[src/axfl_regs.svh]
`ifndef AXFL_REGS_SVH
`define AXFL_REGS_SVH

// channel count and synchroniser depth
`define AXFL_NUM_AXES 4
`define AXFL_SYNC_STAGES 2

// bit positions inside the per-axis input bundle
`define AXFL_POS_SINE 0
`define AXFL_POS_COSINE 1
`define AXFL_POS_MARKER 2
`define AXFL_POS_HALL_LO 3
`define AXFL_POS_HALL_HI 5
`define AXFL_POS_CW 6
`define AXFL_POS_CCW 7
`define AXFL_POS_HOME 8
`define AXFL_POS_FAULT 9
`define AXFL_POS_ENABLE_N 10
`define AXFL_BUNDLE_W 11

// bundle reset: enable line idles high so the drive stays off
`define AXFL_BUNDLE_RST 11'h400

// illegal hall codes: all low or all high
`define AXFL_HALL_ALL_LOW 3'h0
`define AXFL_HALL_ALL_HIGH 3'h7

// pin-to-pin latency: two synchroniser stages plus the output flop
`define AXFL_SETTLE_CYC 2'h3

// timing: system clock, nominal sync rate and sync loss window
`define AXFL_CLK_FREQ_KHZ 10000
`define AXFL_SYNC_FREQ_KHZ 20
`define AXFL_SYNC_PERIOD_CYC (`AXFL_CLK_FREQ_KHZ / `AXFL_SYNC_FREQ_KHZ)
`define AXFL_SYNC_LOSS_US 100
`define AXFL_SYNC_LOSS_CYC ((`AXFL_SYNC_LOSS_US * `AXFL_CLK_FREQ_KHZ) / 1000)
`define AXFL_SYNC_CNT_W 11

`endif

[src/axfl_pkg.sv]
package axfl_pkg;

  // one hall triplet, bit 0 = A, bit 1 = B, bit 2 = C
  typedef logic [2:0] axfl_hall_type;

  // how the amplifier sync pin is strapped
  typedef enum logic {
    SYNC_DRIVEN,
    SYNC_COMMON
  } axfl_sync_mode_type;

endpackage : axfl_pkg

[src/axfl_axis_channel.sv]
`timescale 1ns/10ps
`include "axfl_regs.svh"

module axfl_axis_channel (
  // clock and reset
  input wire logic sys_clk,
  input wire logic rst,
  // motor and drive side, asynchronous
  input wire logic sineIn,
  input wire logic cosineIn,
  input wire logic markerIn,
  input wire axfl_pkg::axfl_hall_type hallIn,
  input wire logic cwLimitIn,
  input wire logic ccwLimitIn,
  input wire logic homeLimitIn,
  input wire logic driveFaultIn,
  // controller side, asynchronous
  input wire logic enableNIn,
  // controller side outputs
  output logic sineP,
  output logic sineN,
  output logic cosineP,
  output logic cosineN,
  output logic markerP,
  output logic markerN,
  output axfl_pkg::axfl_hall_type hallOut,
  output logic cwLimitOut,
  output logic ccwLimitOut,
  output logic homeLimitOut,
  output logic faultN,
  output logic hallCodeBad,
  // drive side output
  output logic driveEnable
);

  ////////////////////////////////////////////////////////////////////////////
  // input synchroniser
  logic [`AXFL_BUNDLE_W-1:0] rawIn;
  logic [`AXFL_BUNDLE_W-1:0] syncA;
  logic [`AXFL_BUNDLE_W-1:0] syncB;
  logic [`AXFL_BUNDLE_W-1:0] next_syncA;
  logic [`AXFL_BUNDLE_W-1:0] next_syncB;

  assign rawIn = {enableNIn, driveFaultIn, homeLimitIn, ccwLimitIn, cwLimitIn,
                  hallIn, markerIn, cosineIn, sineIn};

  // syncA feeds syncB only; nothing else may look at it
  always_comb begin
    next_syncA = rawIn;
    next_syncB = syncA;
  end

  always_ff @(posedge sys_clk) begin
    if (rst) begin
      syncA <= `AXFL_BUNDLE_RST;
      syncB <= `AXFL_BUNDLE_RST;
    end else begin
      syncA <= next_syncA;
      syncB <= next_syncB;
    end
  end

  ////////////////////////////////////////////////////////////////////////////
  // output stage
  logic next_sine;
  logic next_cosine;
  logic next_marker;
  axfl_pkg::axfl_hall_type next_hall;
  logic next_cw;
  logic next_ccw;
  logic next_home;
  logic next_faultN;
  logic next_hallBad;
  logic next_driveEnable;

  // each pair comes from one flop value so both halves switch on the same edge
  always_comb begin
    next_sine = syncB[`AXFL_POS_SINE];
    next_cosine = syncB[`AXFL_POS_COSINE];
    next_marker = syncB[`AXFL_POS_MARKER];
    next_hall = syncB[`AXFL_POS_HALL_HI:`AXFL_POS_HALL_LO];
    next_cw = syncB[`AXFL_POS_CW];
    next_ccw = syncB[`AXFL_POS_CCW];
    next_home = syncB[`AXFL_POS_HOME];
    next_faultN = ~syncB[`AXFL_POS_FAULT];
    next_hallBad = (next_hall == `AXFL_HALL_ALL_LOW) || (next_hall == `AXFL_HALL_ALL_HIGH);
    next_driveEnable = ~syncB[`AXFL_POS_ENABLE_N];
  end

  always_ff @(posedge sys_clk) begin
    if (rst) begin
      sineP <= 1'b0;
      sineN <= 1'b1;
      cosineP <= 1'b0;
      cosineN <= 1'b1;
      markerP <= 1'b0;
      markerN <= 1'b1;
      hallOut <= 3'h0;
      cwLimitOut <= 1'b0;
      ccwLimitOut <= 1'b0;
      homeLimitOut <= 1'b0;
      faultN <= 1'b1;
      hallCodeBad <= 1'b0;
      driveEnable <= 1'b0;
    end else begin
      sineP <= next_sine;
      sineN <= ~next_sine;
      cosineP <= next_cosine;
      cosineN <= ~next_cosine;
      markerP <= next_marker;
      markerN <= ~next_marker;
      hallOut <= next_hall;
      cwLimitOut <= next_cw;
      ccwLimitOut <= next_ccw;
      homeLimitOut <= next_home;
      faultN <= next_faultN;
      hallCodeBad <= next_hallBad;
      driveEnable <= next_driveEnable;
    end
  end

  ////////////////////////////////////////////////////////////////////////////
  // checks
  logic [1:0] settleCnt;
  logic [1:0] next_settleCnt;
  logic [1:0] settle;
  logic [1:0] next_settle;

  // counts edges since reset so past values are valid; checks use a registered
  // copy, since disable iff reads current values and the bare count would arm
  // them one edge before the oldest sampled output has left reset
  always_comb begin
    next_settleCnt = (settleCnt == `AXFL_SETTLE_CYC) ? settleCnt : settleCnt + 2'h1;
    next_settle = settleCnt;
  end

  always_ff @(posedge sys_clk) begin
    if (rst) begin
      settleCnt <= 2'h0;
      settle <= 2'h0;
    end else begin
      settleCnt <= next_settleCnt;
      settle <= next_settle;
    end
  end
endmodule : axfl_axis_channel

[src/axfl_top.sv]
`timescale 1ns/10ps
`include "axfl_regs.svh"

// Overview of operation
// - chassis loops interlock send back onto interlock receive
// - sync pin may be strapped as common; drives never depend on it
// - four identical independent axis channels of encoder, hall, limit, home
// - sine given as complementary high and low pair, quadrature square wave
// - cosine given as complementary pair in quadrature with sine
// - marker given as complementary pair, once per motor revolution
// - three hall lines A, B, C given per axis
// - cw, ccw and home switch signals passed through to controller
// - axis enable is active low; high or open disables the drive
// - axis fault output goes low on a drive fault, high otherwise
module axfl_top #(
  parameter int NUM_AXES = `AXFL_NUM_AXES,
  parameter int SYNC_LOSS_CYC = `AXFL_SYNC_LOSS_CYC
) (
  // clock and reset
  input wire logic sys_clk,
  input wire logic rst,
  // controller link, asynchronous
  input wire logic interlockSend,
  input wire logic ampSyncIn,
  input wire logic syncStrapCommon,
  input wire logic [NUM_AXES-1:0] enableNIn,
  // motor and drive side, asynchronous
  input wire logic [NUM_AXES-1:0] sineIn,
  input wire logic [NUM_AXES-1:0] cosineIn,
  input wire logic [NUM_AXES-1:0] markerIn,
  input wire axfl_pkg::axfl_hall_type [NUM_AXES-1:0] hallIn,
  input wire logic [NUM_AXES-1:0] cwLimitIn,
  input wire logic [NUM_AXES-1:0] ccwLimitIn,
  input wire logic [NUM_AXES-1:0] homeLimitIn,
  input wire logic [NUM_AXES-1:0] driveFaultIn,
  // controller link outputs
  output logic interlockReceive,
  output logic [NUM_AXES-1:0] sineP,
  output logic [NUM_AXES-1:0] sineN,
  output logic [NUM_AXES-1:0] cosineP,
  output logic [NUM_AXES-1:0] cosineN,
  output logic [NUM_AXES-1:0] markerP,
  output logic [NUM_AXES-1:0] markerN,
  output axfl_pkg::axfl_hall_type [NUM_AXES-1:0] hallOut,
  output logic [NUM_AXES-1:0] cwLimitOut,
  output logic [NUM_AXES-1:0] ccwLimitOut,
  output logic [NUM_AXES-1:0] homeLimitOut,
  output logic [NUM_AXES-1:0] faultN,
  // drive side outputs
  output logic [NUM_AXES-1:0] driveEnable,
  output logic ampSyncToDrives,
  // status
  output logic syncActive,
  output logic [NUM_AXES-1:0] hallCodeBad
);

  ////////////////////////////////////////////////////////////////////////////
  // synchronisers for the chassis-wide pins
  logic [2:0] pinA;
  logic [2:0] pinB;
  logic [2:0] next_pinA;
  logic [2:0] next_pinB;

  // pinA is read by pinB alone
  always_comb begin
    next_pinA = {syncStrapCommon, ampSyncIn, interlockSend};
    next_pinB = pinA;
  end

  always_ff @(posedge sys_clk) begin
    if (rst) begin
      pinA <= 3'h0;
      pinB <= 3'h0;
    end else begin
      pinA <= next_pinA;
      pinB <= next_pinB;
    end
  end

  ////////////////////////////////////////////////////////////////////////////
  // interlock loop and sync handling
  axfl_pkg::axfl_sync_mode_type syncMode;
  axfl_pkg::axfl_sync_mode_type next_syncMode;
  logic syncLast;
  logic next_syncLast;
  logic [`AXFL_SYNC_CNT_W-1:0] sinceEdge;
  logic [`AXFL_SYNC_CNT_W-1:0] next_sinceEdge;
  logic next_interlock;
  logic next_ampSync;
  logic next_syncActive;
  logic syncEdge;

  // strap is followed continuously; it is meant to be static
  always_comb begin
    next_syncMode = pinB[2] ? axfl_pkg::SYNC_COMMON : axfl_pkg::SYNC_DRIVEN;
    next_syncLast = pinB[1];
    syncEdge = pinB[1] != syncLast;
    next_interlock = pinB[0];
    // common strap grounds the drive-side sync instead of passing it
    next_ampSync = (syncMode == axfl_pkg::SYNC_COMMON) ? 1'b0 : pinB[1];
    // saturating count of cycles since the last sync edge
    if (syncEdge || syncMode == axfl_pkg::SYNC_COMMON) begin
      next_sinceEdge = '0;
    end else if (sinceEdge == `AXFL_SYNC_CNT_W'(SYNC_LOSS_CYC)) begin
      next_sinceEdge = sinceEdge;
    end else begin
      next_sinceEdge = sinceEdge + `AXFL_SYNC_CNT_W'(1);
    end
    // status only; nothing on the drive path waits for it
    next_syncActive = (syncMode == axfl_pkg::SYNC_DRIVEN) &&
                      (next_sinceEdge != `AXFL_SYNC_CNT_W'(SYNC_LOSS_CYC));
  end

  always_ff @(posedge sys_clk) begin
    if (rst) begin
      syncMode <= axfl_pkg::SYNC_DRIVEN;
      syncLast <= 1'b0;
      sinceEdge <= `AXFL_SYNC_CNT_W'(SYNC_LOSS_CYC);
      interlockReceive <= 1'b0;
      ampSyncToDrives <= 1'b0;
      syncActive <= 1'b0;
    end else begin
      syncMode <= next_syncMode;
      syncLast <= next_syncLast;
      sinceEdge <= next_sinceEdge;
      interlockReceive <= next_interlock;
      ampSyncToDrives <= next_ampSync;
      syncActive <= next_syncActive;
    end
  end

  ////////////////////////////////////////////////////////////////////////////
  // one independent channel per axis
  for (genvar ax = 0; ax < NUM_AXES; ax++) begin : g_axis
    axfl_axis_channel u_channel (
      .sys_clk(sys_clk),
      .rst(rst),
      .sineIn(sineIn[ax]),
      .cosineIn(cosineIn[ax]),
      .markerIn(markerIn[ax]),
      .hallIn(hallIn[ax]),
      .cwLimitIn(cwLimitIn[ax]),
      .ccwLimitIn(ccwLimitIn[ax]),
      .homeLimitIn(homeLimitIn[ax]),
      .driveFaultIn(driveFaultIn[ax]),
      .enableNIn(enableNIn[ax]),
      .sineP(sineP[ax]),
      .sineN(sineN[ax]),
      .cosineP(cosineP[ax]),
      .cosineN(cosineN[ax]),
      .markerP(markerP[ax]),
      .markerN(markerN[ax]),
      .hallOut(hallOut[ax]),
      .cwLimitOut(cwLimitOut[ax]),
      .ccwLimitOut(ccwLimitOut[ax]),
      .homeLimitOut(homeLimitOut[ax]),
      .faultN(faultN[ax]),
      .hallCodeBad(hallCodeBad[ax]),
      .driveEnable(driveEnable[ax])
    );
  end

  ////////////////////////////////////////////////////////////////////////////
  // checks
  logic [1:0] settleCnt;
  logic [1:0] next_settleCnt;
  logic [1:0] settle;
  logic [1:0] next_settle;

  // registered copy of the count arms the checks one edge after it saturates
  always_comb begin
    next_settleCnt = (settleCnt == `AXFL_SETTLE_CYC) ? settleCnt : settleCnt + 2'h1;
    next_settle = settleCnt;
  end

  always_ff @(posedge sys_clk) begin
    if (rst) begin
      settleCnt <= 2'h0;
      settle <= 2'h0;
    end else begin
      settleCnt <= next_settleCnt;
      settle <= next_settle;
    end
  end
endmodule : axfl_top

[config.mk]
export PLATFORM = sky130hd
export DESIGN_NAME = axfl_top
export DESIGN_NICKNAME = d
export VERILOG_FILES = /design/src/axfl_pkg.sv /design/src/axfl_axis_channel.sv /design/src/axfl_top.sv
export VERILOG_INCLUDE_DIRS = /design/src
export SDC_FILE = /design/constraint.sdc
export NUM_CORES = 1
export LEC_CHECK = 0
export ABC_AREA = 1
export BUFFER_PORTS_ARGS = -buffer_cell sky130_fd_sc_hd__buf_2
export CAP_MARGIN = 10
export CORE_MARGIN = 1.5
export CORE_UTILIZATION = 45
export CTS_BUF_LIST = sky130_fd_sc_hd__clkbuf_16
export DETAILED_ROUTE_END_ITERATION = 8
export GPL_TIMING_DRIVEN = 0
export PLACE_DENSITY = 0.75
export REMOVE_ABC_BUFFERS = 1
export SLEW_MARGIN = 20
export SYNTH_ARGS = -nofsm -noshare
export SYNTH_HDL_FRONTEND = slang
export SYNTH_SLANG_ARGS = --single-unit
[constraint.sdc]
create_clock -name sys_clk -period 2.22 [get_ports sys_clk]
set_clock_uncertainty 0.2 [all_clocks]
set_input_delay 0.222 -clock sys_clk [delete_from_list [all_inputs] [get_ports sys_clk]]
set_output_delay 0.222 -clock sys_clk [all_outputs]
set_load 0.02 [all_outputs]
* Yosys cells after proc, flatten, opt, wreduce, memory -nomap -nowiden
Index checks and enable logic that the tools add are counted.
** Word-level totals
- Register bits :: 170
- Logic and storage cells :: 111
** Operators by class
- $add $sub $neg :: 1
- Equality and inequality tests :: 7
- Multiplexer cells :: 3
- Bitwise gates (word level) :: 21
- Reduce and logical (&&, ||, !) cells :: 11
** Operators by type and width (count)
- 11-bit 2-to-1 mux :: 2
- 1-bit inverter :: 21
- 3-bit equality test (second input constant) :: 4
- 3-bit zero test :: 4
- 11-bit by 1-bit adder with 11-bit output (second input constant) :: 1
- 11-bit by 10-bit equality test with 1-bit output (second input constant) :: 1
- 11-bit by 10-bit != test with 1-bit output (second input constant) :: 1
- 1-bit logical OR :: 5
- 2-bit OR reduction :: 1
- 1-bit logical AND :: 1
- 1-bit 2-to-1 mux :: 1
- 1-bit != test :: 1

* Depth between registers and ports, before layout
- Word-level depth :: 5
- Depth in mapped cells :: 12
- Mapped depth without buffers :: 12

* Cells and area by module
A second synthesis with hierarchy kept.
** Unflattened totals
- Cells, all modules :: 590
- Area total of the unflattened synthesis :: 5152.4 µm²
** Modules (own cells, without submodules)
- axfl_axis_channel :: times used 4, cells an instance 110, area an instance 1026.0 µm², sequential area each 740.7 µm²
- axfl_top :: times used 1, cells an instance 150, area an instance 1048.5 µm², sequential area each 440.4 µm²

* Worst setup path before layout
No wires, ideal clock.
- Path kind :: reg-to-reg
- Start :: register sinceEdge[0]
- End :: register syncActive
- Setup time :: 0.109 ns
- Data arrival time :: 1.302 ns
- Slack :: 0.609 ns
- Stages on the path, launching flop included :: 11
- Path buffers :: 0
- Cell sequence :: dfxtp_1 -> ha_1 -> nand2_2 -> nor2_4 -> nand2_2 -> xnor2_2 -> nand2_1 -> nor2_1 -> nand3_1 -> nand2_1 -> inv_1
** Between the ends
- Word-level cells in the longest chain between the ends :: 5
- Elaborated cells between the ends (all ways) :: 6
** Ends and longest elaborated chain
- start, declared :: RTL line axfl_top.sv:86 : logic [`AXFL_SYNC_CNT_W-1:0] sinceEdge;
- start signal, assigned :: RTL line axfl_top.sv:118 : sinceEdge <= `AXFL_SYNC_CNT_W'(SYNC_LOSS_CYC);
- start signal, assigned :: RTL line axfl_top.sv:125 : sinceEdge <= next_sinceEdge;
- 11-bit by 1-bit adder with 11-bit output / 11-bit by 10-bit equality test with 1-bit output (equally long branches) :: RTL line axfl_top.sv:107, axfl_top.sv:104
- 11-bit 2-to-1 mux * :: RTL line axfl_top.sv:104 : end else if (sinceEdge == `AXFL_SYNC_CNT_W'(SYNC_LOSS_CYC)) begin
- 11-bit 2-to-1 mux * :: RTL line axfl_top.sv:102 : if (syncEdge || syncMode == axfl_pkg::SYNC_COMMON) begin
- 11-bit by 10-bit != test with 1-bit output * :: RTL line axfl_top.sv:111 : (next_sinceEdge != `AXFL_SYNC_CNT_W'(SYNC_LOSS_CYC));
- 1-bit logical AND * :: RTL line axfl_top.sv:110 : next_syncActive = (syncMode == axfl_pkg::SYNC_DRIVEN) &&
- end signal, assigned :: RTL line axfl_top.sv:128 : syncActive <= next_syncActive;
- end, declared :: RTL line axfl_top.sv:53 : output logic syncActive,
Every way passes the cells marked *; elsewhere a longest branch is shown, timed or not.
A chain may end at the register's enable or synchronous reset.

* Final worst setup path
Ends and elaborated chain as after synthesis.

==> flow_metrics.env <==
export IMPL_final_setup_tns_ns=0
export IMPL_status="finished clean"
export IMPL_ys_seq_elements=170
export IMPL_rsz0062_at_grt="false"
export IMPL_fp_dieArea_um2=12800
export IMPL_utilization=0.577
export IMPL_grt_first_pass_wirelength_um=14200
export IMPL_cts_inserted_buffers=17
export IMPL_drt_first_pass_iters=4
export IMPL_post_dp_cell_area_um2=5790
export IMPL_timing_final_ws_setup_ns=0.398
export IMPL_cts_sink_count=170
export IMPL_timing_final_max_slew_violations=0
export IMPL_portBuffers=111
export IMPL_dr_total_vias=3645
export IMPL_htree_num_levels=4
export IMPL_dieHeight_um=113
export IMPL_min_clock_period_post_route_ns=1.82
export IMPL_worstSkewPairLatency_ns=0.42
export IMPL_post_place_ws_ns=0.433
export IMPL_postCtsResizedCells=0
export IMPL_mappedNetlistArea_um2=5460
export IMPL_synth_yosys_warnings=0
export IMPL_worst_ep_required_time_ns=2.34
export IMPL_min_period_over_period=0.821
export IMPL_cts_path_max_buffers=2
export IMPL_chipWidth_um=113
export IMPL_avg_inst_size_synth_um2=8.79
export IMPL_power_static_leakage_nw=3.52
export IMPL_groute_usage_overall=0.144
export IMPL_worstSetupPathType="flip-flop to flip-flop"
export IMPL_worst_hold_slack_ns=0.169
export IMPL_finish_stage_setup_viols=0
export IMPL_via_per_inst=4.07
export IMPL_slew_limit_headroom=0.530
export IMPL_rows=40
export IMPL_peakVddDrop_uv=618
export IMPL_max_clock_freq_mhz=549
export IMPL_hpwl_um=5000
export IMPL_total_wire_length_um=8520
export IMPL_power_density_nw_per_um2=957
export IMPL_ioPinCount=112
export IMPL_cts_tree="done"
export IMPL_gpl_final_weighted_congestion=0.758
export IMPL_final_nets=786
export IMPL_timing_final_hold_violations=0
export IMPL_drt_iter0_drc=152
export IMPL_grt_start_max_net_pins=71
export IMPL_worst_setup_path_start_kind="flip-flop"
export IMPL_max_cap_viol_count=0
export IMPL_antenna_violating_nets_post_route=0
export IMPL_syn_instance_count=621
export IMPL_start_util=0.458
export IMPL_area_delta_synth_final_pct=25.9
export IMPL_post_route_drc_violation_count=0
export IMPL_number_of_global_route_vias_before_repair=3213
export IMPL_path_max_fanout=6
export IMPL_kind_of_capture_point_of_the_worst_setup_path="flip-flop"
export IMPL_worst_setup_hold_path_clk_slew_ns=0.06
export IMPL_post_cts_hold_buffer_count=49
export IMPL_grt_overflow=0
export IMPL_drive_above_1_share=0.217
export IMPL_seq_area_frac_synth=0.624
export IMPL_slew_at_the_pin_closest_to_its_max_slew_limit_ns=0.704
export IMPL_synth_cell_types=26
export IMPL_cts_root_buffer="clkbuf_16"
export IMPL_post_cts_repair_setup_buffers=0
export IMPL_postLayoutCellArea_um2=6870
export IMPL_routed_wire_per_std_cell_um=9.50
export IMPL_coreArea_um2=11900
export IMPL_antenna_found_initial=1
export IMPL_cp_data_arrival_time_ns=1.94
export IMPL_timing_hold_worst_class="flip-flop to flip-flop"
## worst max-delay path: stages (launching register included)
cell     delay (ns)
dfxtp_1        0.42
ha_1           0.23
nand2_2        0.08
nor2_4         0.18
nand2_2        0.10
xnor2_2        0.15
nand2_1        0.08
nor2_1         0.11
nand3_1        0.09
nand2_1        0.06
inv_1          0.03
## cells in the mapped netlist
cell / number / area (um2)
buf_4: 48 / 360
xnor2_2: 1 / 16.3
a31oi_1: 1 / 6.26
nand3_1: 15 / 75.1
nor2_4: 4 / 45.0
nand2_2: 3 / 18.8
nor2_2: 1 / 6.26
nor4_1: 1 / 6.26
inv_1: 138 / 518
nand2_1: 51 / 191
o21ai_0: 3 / 15.0
ha_1: 2 / 25.0
buf_2: 1 / 5.00
nor3_1: 2 / 10.0
nand4_1: 5 / 31.3
a21oi_1: 6 / 30.0
nand3_2: 1 / 10.0
clkbuf_1: 16 / 60.1
buf_6: 1 / 11.3
inv_2: 2 / 7.51
xor2_1: 2 / 17.5
or2_2: 8 / 50.1
o21bai_2: 1 / 11.3
nand3b_1: 2 / 15.0
nor2_1: 136 / 510
dfxtp_1: 170 / 3400
## state kept, by name, summed over array words and instances (netlist names), 3 cells and up
| signal | flops |
|---|---|
| g_axis.u_channel.driveEnable | 4 |
| pinB | 3 |
| g_axis.u_channel.homeLimitOut | 4 |
| sinceEdge | 11 |
| next_pinB | 3 |
| g_axis.u_channel.ccwLimitOut | 4 |
| g_axis.u_channel.markerP | 4 |
| g_axis.u_channel.cwLimitOut | 4 |
| g_axis.u_channel.hallCodeBad | 4 |
| g_axis.u_channel.sineN | 4 |
| g_axis.u_channel.next_syncB | 44 |
| g_axis.u_channel.cosineP | 4 |
| g_axis.u_channel.hallOut | 12 |
| g_axis.u_channel.syncB | 44 |
| g_axis.u_channel.sineP | 4 |
| g_axis.u_channel.cosineN | 4 |
| g_axis.u_channel.faultN | 4 |
| g_axis.u_channel.markerN | 4 |
## cells in the final DEF (no fill, tap or decap), types with 2 or more instances in the layout
cell type      count
dfxtp_1          170
inv_1            139
nor2_1           136
buf_2            110
nand2_1           51
dlygate4sd3_1     49
clkbuf_16         17
nand3_1           15
or2_2              8
a21oi_1            6
nand4_1            5
clkinv_2           5
nor2_4             4
nand2_2            3
o21ai_0            3
bufinv_16          3
nand3b_1           2
inv_2              2
xor2_1             2
nor3_1             2
ha_1               2
clkinv_1           2
clkinvlp_4         2
clkinv_4           2
## power breakdown
group          switching (W)  total, W  leakage [nW]  internal [W]
Combinational       0.000263  0.000473          1.83      0.000211
Sequential         0.0000525   0.00324          1.40       0.00319
Clock                0.00112   0.00286         0.288       0.00175
Total                0.00143   0.00658          3.52       0.00514
## kinds of logic (layout without fill, tap and decap cells)
kind of cell    count (synthesis)  after routing  share of synthesized area
compound gates                 11             11                     0.0115
xor+xnor                        3              3                    0.00619
fa+ha+maj                       2              2                    0.00459
buf+inv                       206            333                      0.176
flops                         170            170                      0.624
other cells                     0              1                          0
simple gates                  229            229                      0.178
## metrics by stage
stage                     cells  power [W]
after global placement      813    0.00369
after floorplan             555    0.00355
after detailed placement    814    0.00371
final                       896    0.00658
after global routing        896    0.00689
after CTS                   895    0.00665
## final cells by class
type	count	area, um2
flip-flops and latches	170	3400
clock buffers	17	425
inverters	140	526
repair buffers	161	1080
well taps	147	184
diodes	1	2.50
clock inverters	15	159
fillers	1025	5040
multi-input cells	245	1090
## layer usage
metal / vias up / routed length, um / global-route usage / share of wire
li1: 1952 / - / - / -
met1: 1594 / 3720 / 0.161 / 0.44
met2: 85 / 4170 / 0.239 / 0.49
met3: 14 / 504 / 0.0686 / 0.059
met4: 0 / 114 / 0.0575 / 0.013
met5: - / 0 / 0 / 0
## worst paths after layout
path	startpoint	end	slack, ns	depth (start not counted)
worst max-delay path	sinceEdge[0]$_SDFF_PP0_	syncActive$_SDFF_PP0_	0.40	10
worst min-delay path	g_axis[2].u_channel.syncB[9]$_SDFF_PP0_	g_axis[2].u_channel.faultN$_SDFF_PP1_	0.17	1
worst max register to register	sinceEdge[0]$_SDFF_PP0_	syncActive$_SDFF_PP0_	0.40	10
worst min register to register	g_axis[2].u_channel.syncB[9]$_SDFF_PP0_	g_axis[2].u_channel.faultN$_SDFF_PP1_	0.17	1
Power figures use the tool's default switching activity.
